### src/verilog/wpt_pkg.sv
// package: constants and carrier types for the transmitter phase controller
package wpt_pkg;
  localparam int unsigned CLK_HZ          = 125000000;
  localparam int unsigned FREQ_MIN_KHZ    = 110;
  localparam int unsigned FREQ_MAX_KHZ    = 205;
  localparam int unsigned FREQ_PING_KHZ   = 175;
  localparam logic [7:0]  DUTY_PING       = 8'h80;
  localparam logic [7:0]  HDR_STRENGTH    = 8'h01;
  localparam logic [7:0]  HDR_END         = 8'h02;
  localparam logic [7:0]  HDR_CTRL_ERR    = 8'h03;
  localparam logic [7:0]  HDR_RECT_PWR    = 8'h04;
  localparam logic [7:0]  HDR_HOLDOFF     = 8'h06;
  localparam logic [7:0]  HDR_ID          = 8'h71;
  localparam logic [7:0]  HDR_EXT_ID      = 8'h81;
  localparam logic [7:0]  HDR_CONFIG      = 8'h51;
  localparam logic [3:0]  MAX_OPT_CFG     = 4'h7;
  localparam int unsigned EXT_BIT_POS     = 7;
  localparam int unsigned TEMP_HI_C       = 140;
  localparam int unsigned TEMP_LO_C       = 110;
  localparam int unsigned BIT_US          = 500;
  localparam int unsigned BIT_CYC         = CLK_HZ / 1000000 * BIT_US;
  localparam int unsigned SEL_INTERVAL_MS = 400;
  localparam int unsigned BURST_US        = 70;
  localparam int unsigned PING_WAIT_MS    = 65;
  localparam int unsigned PKT_TIMEOUT_MS  = 1800;
  localparam int unsigned SEL_CYC   = CLK_HZ / 1000 * SEL_INTERVAL_MS;
  localparam int unsigned BURST_CYC = CLK_HZ / 1000000 * BURST_US;
  localparam int unsigned PING_CYC  = CLK_HZ / 1000 * PING_WAIT_MS;
  localparam int unsigned PKT_CYC   = CLK_HZ / 1000 * PKT_TIMEOUT_MS;
  localparam int unsigned OTP_WORDS = 4;
  localparam logic [6:0]  MEM_DEV_ADDR = 7'h50;
  localparam int unsigned I2C_DIV   = 312;

  typedef enum logic [2:0] {
    PH_OFF    = 3'b000,
    PH_BOOT   = 3'b001,
    PH_SELECT = 3'b010,
    PH_PING   = 3'b011,
    PH_IDCFG  = 3'b100,
    PH_POWER  = 3'b101,
    PH_HOT    = 3'b110
  } phase_t;

  typedef struct packed {
    logic [2:0] coil_sel;
    logic [7:0] freq_khz;
    logic [7:0] duty;
    logic       drive_on;
  } inv_cmd_t;

  typedef struct packed {
    logic       valid;
    logic [7:0] header;
    logic [7:0] msg0;
    logic       ok;
  } packet_t;
endpackage

### src/verilog/wpt_phase_ctrl.sv
// transmitter phase controller: enable, reset, thermal, coils, packets
//
// What this block does
// - supply good and enable low start power-up: reference, regulators, buck on.
// - shut down above hot threshold, resume only below cool threshold.
// - commanded frequency stays 110-205 kHz; power set only by frequency.
// - act on receiver packets: raise, lower power or end transfer.
// - demodulate filtered comm input into bytes and decode each packet.
// - read trim word from the one-time store before operation; later words only addressed.
// - reach external memory over I2C clock and data, as initiator.
// - at most one coil-select output asserted at a time; none between selection rounds and when hot.
// - external reset high forces all state to defaults.
// - on reset release, begin with the fetch from external memory.
// - enable input high suspends into sleep; low means active.
// - phases run selection, ping, identification/configuration, power.
// - selection bursts each coil in turn at regular intervals, listening.
// - the coil that answered stays selected through ping, id/config and power.
// - ping drives fixed 175 kHz at 50 percent duty.
// - no strength packet in ping removes power after delay; else id/config.
// - bad or late configuration sequence ends power, back to selection.
`timescale 1ns/10ps
`default_nettype none
module wpt_phase_ctrl #(
  parameter int unsigned SEL_CYC  = wpt_pkg::SEL_CYC,
  parameter int unsigned PING_CYC = wpt_pkg::PING_CYC,
  parameter int unsigned PKT_CYC  = wpt_pkg::PKT_CYC,
  parameter int unsigned BIT_CYC  = wpt_pkg::BIT_CYC
) (
  input  wire logic        clk,
  input  wire logic        rst_n,
  input  wire logic        ext_reset,
  input  wire logic        enable_n,
  input  wire logic        undervoltage_lockout,
  input  wire logic        over_temp_hi,
  input  wire logic        temp_below_lo,
  input  wire logic        filtered_comm_input,
  input  wire logic        coil_response,
  input  wire logic [7:0]  otp_data,
  output logic [1:0]       otp_addr,
  output logic             power_up_en,
  output logic             sleep,
  output logic             coil_select_first,
  output logic             coil_select_second,
  output logic             coil_select_third,
  output logic [7:0]       freq_khz,
  output logic [7:0]       duty,
  output logic             inverter_switch_node,
  output logic             scl_o,
  output logic             scl_oe,
  input  wire logic        sda_i,
  output logic             sda_o,
  output logic             sda_oe,
  output logic [7:0]       trim,
  output logic [7:0]       mem_word,
  output logic [2:0]       phase
);
  typedef struct packed {
    logic [2:0]  s_res;
    logic [2:0]  s_en;
    logic [2:0]  s_uv;
    logic [2:0]  s_hot;
    logic [2:0]  s_cool;
    logic [2:0]  s_comm;
    logic [2:0]  s_resp;
    logic [2:0]  s_sda;
    wpt_pkg::phase_t ph;
    wpt_pkg::inv_cmd_t cmd;
    logic        pwr;
    logic        slp;
    logic [1:0]  otp_a;
    logic [7:0]  trim_w;
    logic [31:0] tmr;
    logic [1:0]  coil_idx;
    logic        bursting;
    logic [16:0] bit_tmr;
    logic [3:0]  bitcnt;
    logic [7:0]  shreg;
    logic [1:0]  byte_no;
    logic [7:0]  hdr;
    logic [7:0]  msg;
    logic [7:0]  csum;
    logic        in_pkt;
    logic [2:0]  cfg_step;
    logic [3:0]  opt_cnt;
    logic        ext_req;
    logic [8:0]  i2c_div;
    logic [5:0]  i2c_step;
    logic        i2c_done;
    logic        scl;
    logic        sda;
    logic        sda_en;
    logic [7:0]  mword;
    logic        nco;
    logic [15:0] nco_cnt;
  } st_t;

  st_t st_ff;
  st_t nxt_st;
  wpt_pkg::packet_t pkt;

  function automatic logic [7:0] clamp_freq(input logic [8:0] f);
    if (f < 9'(wpt_pkg::FREQ_MIN_KHZ)) return 8'(wpt_pkg::FREQ_MIN_KHZ);
    if (f > 9'(wpt_pkg::FREQ_MAX_KHZ)) return 8'(wpt_pkg::FREQ_MAX_KHZ);
    return f[7:0];
  endfunction

  function automatic logic [2:0] onehot(input logic [1:0] i);
    return (i == 2'd0) ? 3'b001 : (i == 2'd1) ? 3'b010 : 3'b100;
  endfunction

  // i2c initiator: start, device byte read, one data byte, nack, stop
  function automatic logic [1:0] i2c_bit(input logic [5:0] s,
                                         input logic [6:0] a);
    if (s == 6'd0) return 2'b10;
    if (s <= 6'd7) return {1'b1, a[3'(7 - s)]};
    if (s == 6'd19) return 2'b10;
    return 2'b11;
  endfunction

  logic [31:0] half_cyc;
  logic        ph_end;

  always_comb begin
    logic [8:0]  f9;
    logic [7:0]  byte_v;
    logic        byte_rdy;
    logic [1:0]  ib;
    nxt_st = st_ff;
    f9 = 9'h000;
    byte_v = 8'h00;
    byte_rdy = 1'b0;
    ib = 2'b00;
    pkt = '0;
    half_cyc = 32'h0;
    ph_end = 1'b0;
    nxt_st.s_res  = {st_ff.s_res[1:0], ext_reset};
    nxt_st.s_en   = {st_ff.s_en[1:0], enable_n};
    nxt_st.s_uv   = {st_ff.s_uv[1:0], undervoltage_lockout};
    nxt_st.s_hot  = {st_ff.s_hot[1:0], over_temp_hi};
    nxt_st.s_cool = {st_ff.s_cool[1:0], temp_below_lo};
    nxt_st.s_comm = {st_ff.s_comm[1:0], filtered_comm_input};
    nxt_st.s_resp = {st_ff.s_resp[1:0], coil_response};
    nxt_st.s_sda  = {st_ff.s_sda[1:0], sda_i};
    nxt_st.tmr = st_ff.tmr + 32'h1;

    // demodulator: idle-high line, start bit low, 8 data bits lsb first
    if (st_ff.bitcnt == 4'h0) begin
      if (!st_ff.s_comm[1] && st_ff.s_comm[2]) begin
        nxt_st.bitcnt = 4'h1;
        nxt_st.bit_tmr = 17'(BIT_CYC + BIT_CYC / 2 - 2);
      end
    end else if (st_ff.bit_tmr == 17'h0) begin
      nxt_st.shreg = {st_ff.s_comm[1], st_ff.shreg[7:1]};
      nxt_st.bit_tmr = 17'(BIT_CYC - 1);
      nxt_st.bitcnt = st_ff.bitcnt + 4'h1;
      if (st_ff.bitcnt == 4'h8) begin
        byte_v = {st_ff.s_comm[1], st_ff.shreg[7:1]};
        byte_rdy = 1'b1;
        nxt_st.bitcnt = 4'h0;
      end
    end else begin
      nxt_st.bit_tmr = st_ff.bit_tmr - 17'h1;
    end

    // packet framing: header, one message byte, checksum
    if (byte_rdy) begin
      nxt_st.csum = st_ff.csum ^ byte_v;
      unique case (st_ff.byte_no)
        2'd0: begin
          nxt_st.hdr = byte_v;
          nxt_st.csum = byte_v;
          nxt_st.byte_no = 2'd1;
        end
        2'd1: begin
          nxt_st.msg = byte_v;
          nxt_st.byte_no = 2'd2;
        end
        default: begin
          pkt.valid = 1'b1;
          pkt.header = st_ff.hdr;
          pkt.msg0 = st_ff.msg;
          pkt.ok = ((st_ff.csum ^ byte_v) == 8'h00);
          nxt_st.byte_no = 2'd0;
        end
      endcase
    end

    // frequency generator for the inverter drive
    half_cyc = wpt_pkg::CLK_HZ / 2000 / 32'(st_ff.cmd.freq_khz | 8'h01);
    if (st_ff.cmd.drive_on) begin
      if (st_ff.nco_cnt >= 16'(half_cyc) - 16'h1) begin
        nxt_st.nco_cnt = 16'h0;
        nxt_st.nco = !st_ff.nco;
      end else begin
        nxt_st.nco_cnt = st_ff.nco_cnt + 16'h1;
      end
    end else begin
      nxt_st.nco = 1'b0;
    end

    if (st_ff.s_hot[2] && st_ff.ph != wpt_pkg::PH_OFF
        && st_ff.ph != wpt_pkg::PH_BOOT) begin
      nxt_st.ph = wpt_pkg::PH_HOT;
      nxt_st.cmd = '0;
      nxt_st.pwr = 1'b0;
    end else if (st_ff.s_en[2] || st_ff.s_uv[2]) begin
      nxt_st.ph = wpt_pkg::PH_OFF;
      nxt_st.slp = st_ff.s_en[2];
      nxt_st.pwr = 1'b0;
      nxt_st.cmd = '0;
      nxt_st.i2c_done = 1'b0;
      nxt_st.i2c_step = 6'h0;
      nxt_st.scl = 1'b1;
      nxt_st.sda_en = 1'b0;
    end else begin
      unique case (st_ff.ph)
        wpt_pkg::PH_OFF: begin
          nxt_st.slp = 1'b0;
          nxt_st.pwr = 1'b1;
          nxt_st.otp_a = 2'd0;
          nxt_st.ph = wpt_pkg::PH_BOOT;
        end
        wpt_pkg::PH_BOOT: begin
          if (st_ff.otp_a == 2'd0) nxt_st.trim_w = otp_data;
          if (st_ff.otp_a != 2'(wpt_pkg::OTP_WORDS - 1))
            nxt_st.otp_a = st_ff.otp_a + 2'd1;
          // external memory fetch after reset release
          // data moves in the same cycle that scl is pulled low; start and stop while high
          if (!st_ff.i2c_done) begin
            if (st_ff.i2c_div == 9'(wpt_pkg::I2C_DIV)) begin
              nxt_st.i2c_div = 9'h0;
              if (!st_ff.scl) begin
                nxt_st.scl = 1'b1;
              end else if (st_ff.i2c_step == 6'd0 && !st_ff.sda_en) begin
                nxt_st.sda_en = 1'b1;
              end else if (st_ff.i2c_step == 6'd19) begin
                nxt_st.sda_en = 1'b0;
                nxt_st.i2c_done = 1'b1;
              end else begin
                if (st_ff.i2c_step >= 6'd10 && st_ff.i2c_step <= 6'd17)
                  nxt_st.mword = {st_ff.mword[6:0], st_ff.s_sda[2]};
                ib = i2c_bit(st_ff.i2c_step + 6'h1, wpt_pkg::MEM_DEV_ADDR);
                nxt_st.sda_en = !ib[0];
                nxt_st.scl = 1'b0;
                nxt_st.i2c_step = st_ff.i2c_step + 6'h1;
              end
            end else begin
              nxt_st.i2c_div = st_ff.i2c_div + 9'h1;
            end
          end
          if (st_ff.i2c_done && st_ff.otp_a == 2'(wpt_pkg::OTP_WORDS - 1))
          begin
            nxt_st.ph = wpt_pkg::PH_SELECT;
            nxt_st.sda_en = 1'b0;
            nxt_st.tmr = 32'h0;
          end
        end
        wpt_pkg::PH_SELECT: begin
          nxt_st.cmd.freq_khz = 8'(wpt_pkg::FREQ_PING_KHZ);
          nxt_st.cmd.duty = wpt_pkg::DUTY_PING;
          if (!st_ff.bursting && st_ff.tmr >= 32'(SEL_CYC)) begin
            nxt_st.tmr = 32'h0;
            nxt_st.bursting = 1'b1;
            nxt_st.coil_idx = 2'd0;
          end
          if (st_ff.bursting) begin
            nxt_st.cmd.coil_sel = onehot(st_ff.coil_idx);
            nxt_st.cmd.drive_on = 1'b1;
            if (st_ff.s_resp[2]) begin
              nxt_st.ph = wpt_pkg::PH_PING;
              nxt_st.bursting = 1'b0;
              nxt_st.tmr = 32'h0;
              nxt_st.byte_no = 2'd0;
            end else if (st_ff.tmr >= 32'(wpt_pkg::BURST_CYC)) begin
              nxt_st.tmr = 32'h0;
              nxt_st.cmd.drive_on = 1'b0;
              if (st_ff.coil_idx == 2'd2) begin
                nxt_st.bursting = 1'b0;
                nxt_st.cmd.coil_sel = 3'b000;
              end else begin
                nxt_st.coil_idx = st_ff.coil_idx + 2'd1;
              end
            end
          end
        end
        wpt_pkg::PH_PING: begin
          nxt_st.cmd.freq_khz = 8'(wpt_pkg::FREQ_PING_KHZ);
          nxt_st.cmd.duty = wpt_pkg::DUTY_PING;
          nxt_st.cmd.drive_on = 1'b1;
          if (pkt.valid && pkt.ok && pkt.header == wpt_pkg::HDR_STRENGTH)
          begin
            nxt_st.ph = wpt_pkg::PH_IDCFG;
            nxt_st.tmr = 32'h0;
            nxt_st.cfg_step = 3'd0;
            nxt_st.opt_cnt = 4'h0;
          end else if (st_ff.tmr >= 32'(PING_CYC) && st_ff.bitcnt == 4'h0
                       && st_ff.byte_no == 2'd0) begin
            ph_end = 1'b1;
          end
        end
        wpt_pkg::PH_IDCFG: begin
          if (pkt.valid) begin
            nxt_st.tmr = 32'h0;
            if (!pkt.ok) ph_end = 1'b1;
            else if (st_ff.cfg_step == 3'd0) begin
              if (pkt.header == wpt_pkg::HDR_ID) begin
                nxt_st.ext_req = pkt.msg0[wpt_pkg::EXT_BIT_POS];
                nxt_st.cfg_step = 3'd1;
              end else ph_end = 1'b1;
            end else if (st_ff.cfg_step == 3'd1 && st_ff.ext_req) begin
              if (pkt.header == wpt_pkg::HDR_EXT_ID) begin
                nxt_st.ext_req = 1'b0;
              end else ph_end = 1'b1;
            end else if (pkt.header == wpt_pkg::HDR_CONFIG) begin
              nxt_st.ph = wpt_pkg::PH_POWER;
            end else if (st_ff.opt_cnt < wpt_pkg::MAX_OPT_CFG
                         && pkt.header != wpt_pkg::HDR_STRENGTH
                         && pkt.header != wpt_pkg::HDR_ID) begin
              nxt_st.opt_cnt = st_ff.opt_cnt + 4'h1;
            end else ph_end = 1'b1;
          end else if (st_ff.tmr >= 32'(PKT_CYC)) begin
            ph_end = 1'b1;
          end
        end
        wpt_pkg::PH_POWER: begin
          if (pkt.valid) begin
            nxt_st.tmr = 32'h0;
            if (!pkt.ok || pkt.header == wpt_pkg::HDR_END) ph_end = 1'b1;
            else if (pkt.header == wpt_pkg::HDR_CTRL_ERR) begin
              // positive error means more power: lower frequency
              f9 = 9'({1'b0, st_ff.cmd.freq_khz})
                 - 9'({{4{pkt.msg0[7]}}, pkt.msg0[7:3]});
              if (pkt.msg0[7] && f9 > 9'(wpt_pkg::FREQ_MAX_KHZ))
                f9 = 9'(wpt_pkg::FREQ_MAX_KHZ);
              if (!pkt.msg0[7] && f9 > {1'b0, st_ff.cmd.freq_khz})
                f9 = 9'(wpt_pkg::FREQ_MIN_KHZ);
              nxt_st.cmd.freq_khz = clamp_freq(f9);
            end
          end else if (st_ff.tmr >= 32'(PKT_CYC)) begin
            ph_end = 1'b1;
          end
        end
        wpt_pkg::PH_HOT: begin
          nxt_st.cmd = '0;
          if (st_ff.s_cool[2]) begin
            nxt_st.ph = wpt_pkg::PH_SELECT;
            nxt_st.pwr = 1'b1;
            nxt_st.tmr = 32'h0;
            nxt_st.bursting = 1'b0;
          end
        end
        default: nxt_st.ph = wpt_pkg::PH_OFF;
      endcase
      if (ph_end) begin
        nxt_st.ph = wpt_pkg::PH_SELECT;
        nxt_st.cmd = '0;
        nxt_st.tmr = 32'h0;
        nxt_st.bursting = 1'b0;
      end
    end
  end

  always_ff @(posedge clk) begin
    if (!rst_n || st_ff.s_res[2]) begin
      st_ff <= '0;
      st_ff.s_en <= 3'b111;
      st_ff.s_uv <= 3'b111;
      st_ff.s_res <= {st_ff.s_res[1:0], ext_reset};
      st_ff.s_comm <= 3'b111;
      st_ff.s_sda <= 3'b111;
      st_ff.scl <= 1'b1;
      st_ff.slp <= 1'b1;
    end else begin
      st_ff <= nxt_st;
    end
  end

  always_ff @(posedge clk) begin
    if (!rst_n || st_ff.s_res[2]) begin
      {coil_select_first, coil_select_second, coil_select_third} <= 3'b000;
      freq_khz <= 8'h00;
      duty <= 8'h00;
      inverter_switch_node <= 1'b0;
      power_up_en <= 1'b0;
      sleep <= 1'b1;
      scl_o <= 1'b0;
      scl_oe <= 1'b0;
      sda_o <= 1'b0;
      sda_oe <= 1'b0;
      trim <= 8'h00;
      mem_word <= 8'h00;
      phase <= 3'b000;
      otp_addr <= 2'd0;
    end else begin
      {coil_select_third, coil_select_second, coil_select_first}
        <= nxt_st.cmd.coil_sel;
      freq_khz <= nxt_st.cmd.freq_khz;
      duty <= nxt_st.cmd.duty;
      inverter_switch_node <= nxt_st.nco && nxt_st.cmd.drive_on;
      power_up_en <= nxt_st.pwr;
      sleep <= nxt_st.slp;
      scl_o <= 1'b0;
      scl_oe <= !nxt_st.scl;
      sda_o <= 1'b0;
      sda_oe <= nxt_st.sda_en;
      trim <= nxt_st.trim_w;
      mem_word <= nxt_st.mword;
      phase <= nxt_st.ph;
      otp_addr <= nxt_st.otp_a;
    end
  end
endmodule // wpt_phase_ctrl
`default_nettype wire

### config.mk
export PLATFORM = sky130hd
export DESIGN_NAME = wpt_phase_ctrl
export DESIGN_NICKNAME = d
export VERILOG_FILES = /design/src/verilog/wpt_pkg.sv /design/src/verilog/wpt_phase_ctrl.sv
export SDC_FILE = /design/constraint.sdc
export NUM_CORES = 1
export LEC_CHECK = 0
export ABC_AREA = 1
export BUFFER_PORTS_ARGS = -buffer_cell sky130_fd_sc_hd__buf_2
export CORE_UTILIZATION = 59
export DETAILED_ROUTE_END_ITERATION = 6
export PLACE_DENSITY = 0.87
export SKIP_LAST_GASP = 1
export SLEW_MARGIN = 5
export SYNTH_ARGS = -nofsm -noshare
export SYNTH_HDL_FRONTEND = slang
export SYNTH_SLANG_ARGS = --single-unit
### constraint.sdc
create_clock -name clk -period 31.3 [get_ports clk]
set_input_delay 0 -clock clk [delete_from_list [all_inputs] [get_ports clk]]
set_output_delay 0 -clock clk [all_outputs]
set_load 0.02 [all_outputs]
==> results.toml <==
[placement]
gp_congestion = 0.9880
dpl.cell_count = 4588
dpl.hpwl_um = 53440
numPortBuffers = 55
place_area_sq_um = 25160

[synth]
ys_warn_count = 0
syn_inst = 4053
synth_xor_area_share_pct = 6.437
syn_area_sq_um = 24630
async_flop_share_pct = 0
synth_mux_area_share_pct = 0
synth-compound-area-share_pct = 13.31
synth_top_family_by_area = "simple AND/OR/NAND/NOR gates"
synth_edf_count = 0
synth_seq_area_share_pct = 15.36
synth_fa_ha_area_share_pct = 9.012
ys_seq_elements = 189
synth_flop_cell = "dfxtp_1"
yosysUniqueCellTypes = 73
syn_avg_cell_area_sq_um = 6.077
synthSimpleGateAreaFrac_pct = 43.16

[detailed_routing]
first_pass_iters = 6
met3_length_um = 5071
wl_per_cell_um = 15.20
drt_iter0_drc = 2634
highest-signal-layer = "met4"
met1_length_um = 30790
vias = 26890
wirelength_um = 71820
detail-route-antenna-nets = 0
routed-wl-met2_um = 33610
vias_per_cell = 5.689
drc = 0

[global_route]
grt_max_degree = 98
grt_pass1_wl_um = 112700
grt_pass1_vias = 23880
antenna_found_initial = 0
grt.overflow.total = 0
grt_usage_pct = 31.75

[floorplanning]
start_util_pct = 60.05
die_area_sq_um = 42560
core_sq_um = 41020
io_pins = 65
die_y_um = 206.3
die_x_um = 206.3
rows = 74

[final_layout]
final_cells = 4726
fin_nets = 4371
syn2layout_area_growth_pct = 9.851
final_cell_mix = "nand2_1 (973), inv_1 (558), nor2_1 (452)"
drive_gt1_share_pct = 14.88
diodes = 0
fill_cells = 3606
final_common_cell = "nand2_1"
fin_area_sq_um = 27050
ff_latch_area_sq_um = 3789
multi_input_area_sq_um = 18270

[power_and_ir_drop]
power_density_nw_per_um2 = 111.8
vdd_drop_max_v = 0.0001039
combPwrFrac_pct = 84.7
switching_share_pct = 63.03
p_seq_share_pct = 8.0
internal_power_w = 0.001118
power.clock.fraction_pct = 7.3
p_switching_w = 0.001906
p_leak_nw = 12.93

[sta]
hold_violations = 0
slew_headroom_pct = 30.26
report.final.slew_viol_count = 0
tightest_slew_ns = 1.044
fmax_mhz = 33.64
skew_ns = 0.009236
setup-tns-final_ns = 0
fin_hold_ws_ns = 0.1070
period_needed_ns = 29.73
setup_viol = 0
fin_crit_sh_pct = 94.99

[run]
cap_violations = 0

[worst_setup_path]
worstSetupEndpointType = "register"
cp-start-kind = "register"
path_max_fanout = 18
r2r_setup_slack_ns = 1.57
crit_path_max_incr_delay_ns = 0.35
cp_slowest_cell = "dfxtp_1"
crit_top_cell = "nand2_1"
critical_path_arrival_ns = 30.10
crit_type = "register to register"
crit_required_ns = 31.67

[clock_network]
worst_skew_pair.late_latency_ns = 0.45
root_buffer = "clkbuf_16"
clkSlewWorstSetupHoldPaths_ns = 0.08
cts_max_level = 4
cts_buffers = 17
cts_sinks = 189
clockBufferDepth = 2
cts_tree = "done"

[min_path]
hold_class = "input port to register"

[run_status]
outcome = "finished, final reports clean"
final timing paths:
kind | from | end | cells after the start
hold reg to reg | nxt_st[201] | st_ff[201] | 0
setup / recovery | freq_khz[4] | st_ff[6] | 218
hold / removal | rst_n | st_ff[186] | 5
setup reg to reg | freq_khz[4] | st_ff[6] | 218
per-layer routing:
metal / global-route usage, % / vias to the layer above
met5: 0 / -
met4: 10.82 / 0
met3: 3.627 / 184
met2: 53.85 / 1079
met1: 41.43 / 12230
li1: - / 13400
layout make-up:
cell class / count / share of cell area, %
Clock inverter: 15 / 0.6475
Tap cell: 532 / 2.460
Sequential cell: 189 / 14.00
Timing Repair Buffer: 195 / 5.110
Inverter: 612 / 8.676
Clock buffer: 17 / 1.572
Multi-Input combinational cell: 3166 / 67.53
critical path: cells and delay by family, from the launching register on:
kind                     cells  cell delay, ns
buffers and inverters       38            3.72
flip-flops                   1            0.35
AND/OR/NAND/NOR            103           11.65
adder cells (fa/ha/maj)     17            5.06
AO/OA/AOI/OAI               60            8.73
power groups by stage:
stage	clock [W]	sequential [W]	combinational (W)
finish	0.000221	0.000242	0.00256
global route	0.000232	0.000242	0.00285
CTS	0.000223	0.000242	0.00244
detailed placement	0	0.000248	0.00242
global placement	0	0.000248	0.00240
floorplan	0	0.000247	0.00194
timing repair:
| item | CTS | global route |
|---|---|---|
| hold buffers | 16 | 0 |
| buffers inserted | 6 | 73 |
| gates resized for setup | 22 | 106 |
| cloned | 3 | 8 |
| pin swaps | 4 | 52 |
| hold endpoints to repair | 16 | 0 |
| setup endpoints to repair | 18 | 18 |
sequential cells by signal (all words and copies together) (netlist names):
register	cells
mem_word	8
power_up_en	1
st_ff	138
otp_addr	2
nxt_st	16
sda_oe	1
trim	8
scl_oe	1
phase	3
duty	1
freq_khz	8
inverter_switch_node	1
sleep	1
cell families after synthesis:
logic type	after synthesis
simple gates	2220
buf+inv	719
compound gates	571
flops	189
xor+xnor	181
fa+ha+maj	172
other cells	1
stage by stage:
step	worst slack, ns	power (W)	utilization (%)
final	1.569	0.003024	65.96
after global routing	-0.6959	0.003321	65.96
after CTS	0.001336	0.002903	63.58
after detailed placement	-1.579	0.002667	61.35
after global placement	-0.1848	0.002646	61.35
after floorplan	0.006011	0.002186	-
synth_stat cells (27+ instances only):
master | n | area (sq um)
a21oi_1 | 210 | 1051
buf_4 | 50 | 375.4
clkbuf_1 | 27 | 101.4
dfxtp_1 | 189 | 3784
ha_1 | 163 | 2039
inv_1 | 565 | 2121
nand2_1 | 980 | 3679
nand2_2 | 97 | 606.8
nand3_1 | 278 | 1391
nand3_2 | 33 | 330.3
nand4_1 | 95 | 594.3
nor2_1 | 460 | 1727
nor2_2 | 38 | 237.7
nor3_1 | 81 | 405.4
o21ai_0 | 188 | 940.9
xnor2_1 | 58 | 508.0
xor2_1 | 123 | 1077
(Power assumes the default switching activity.)
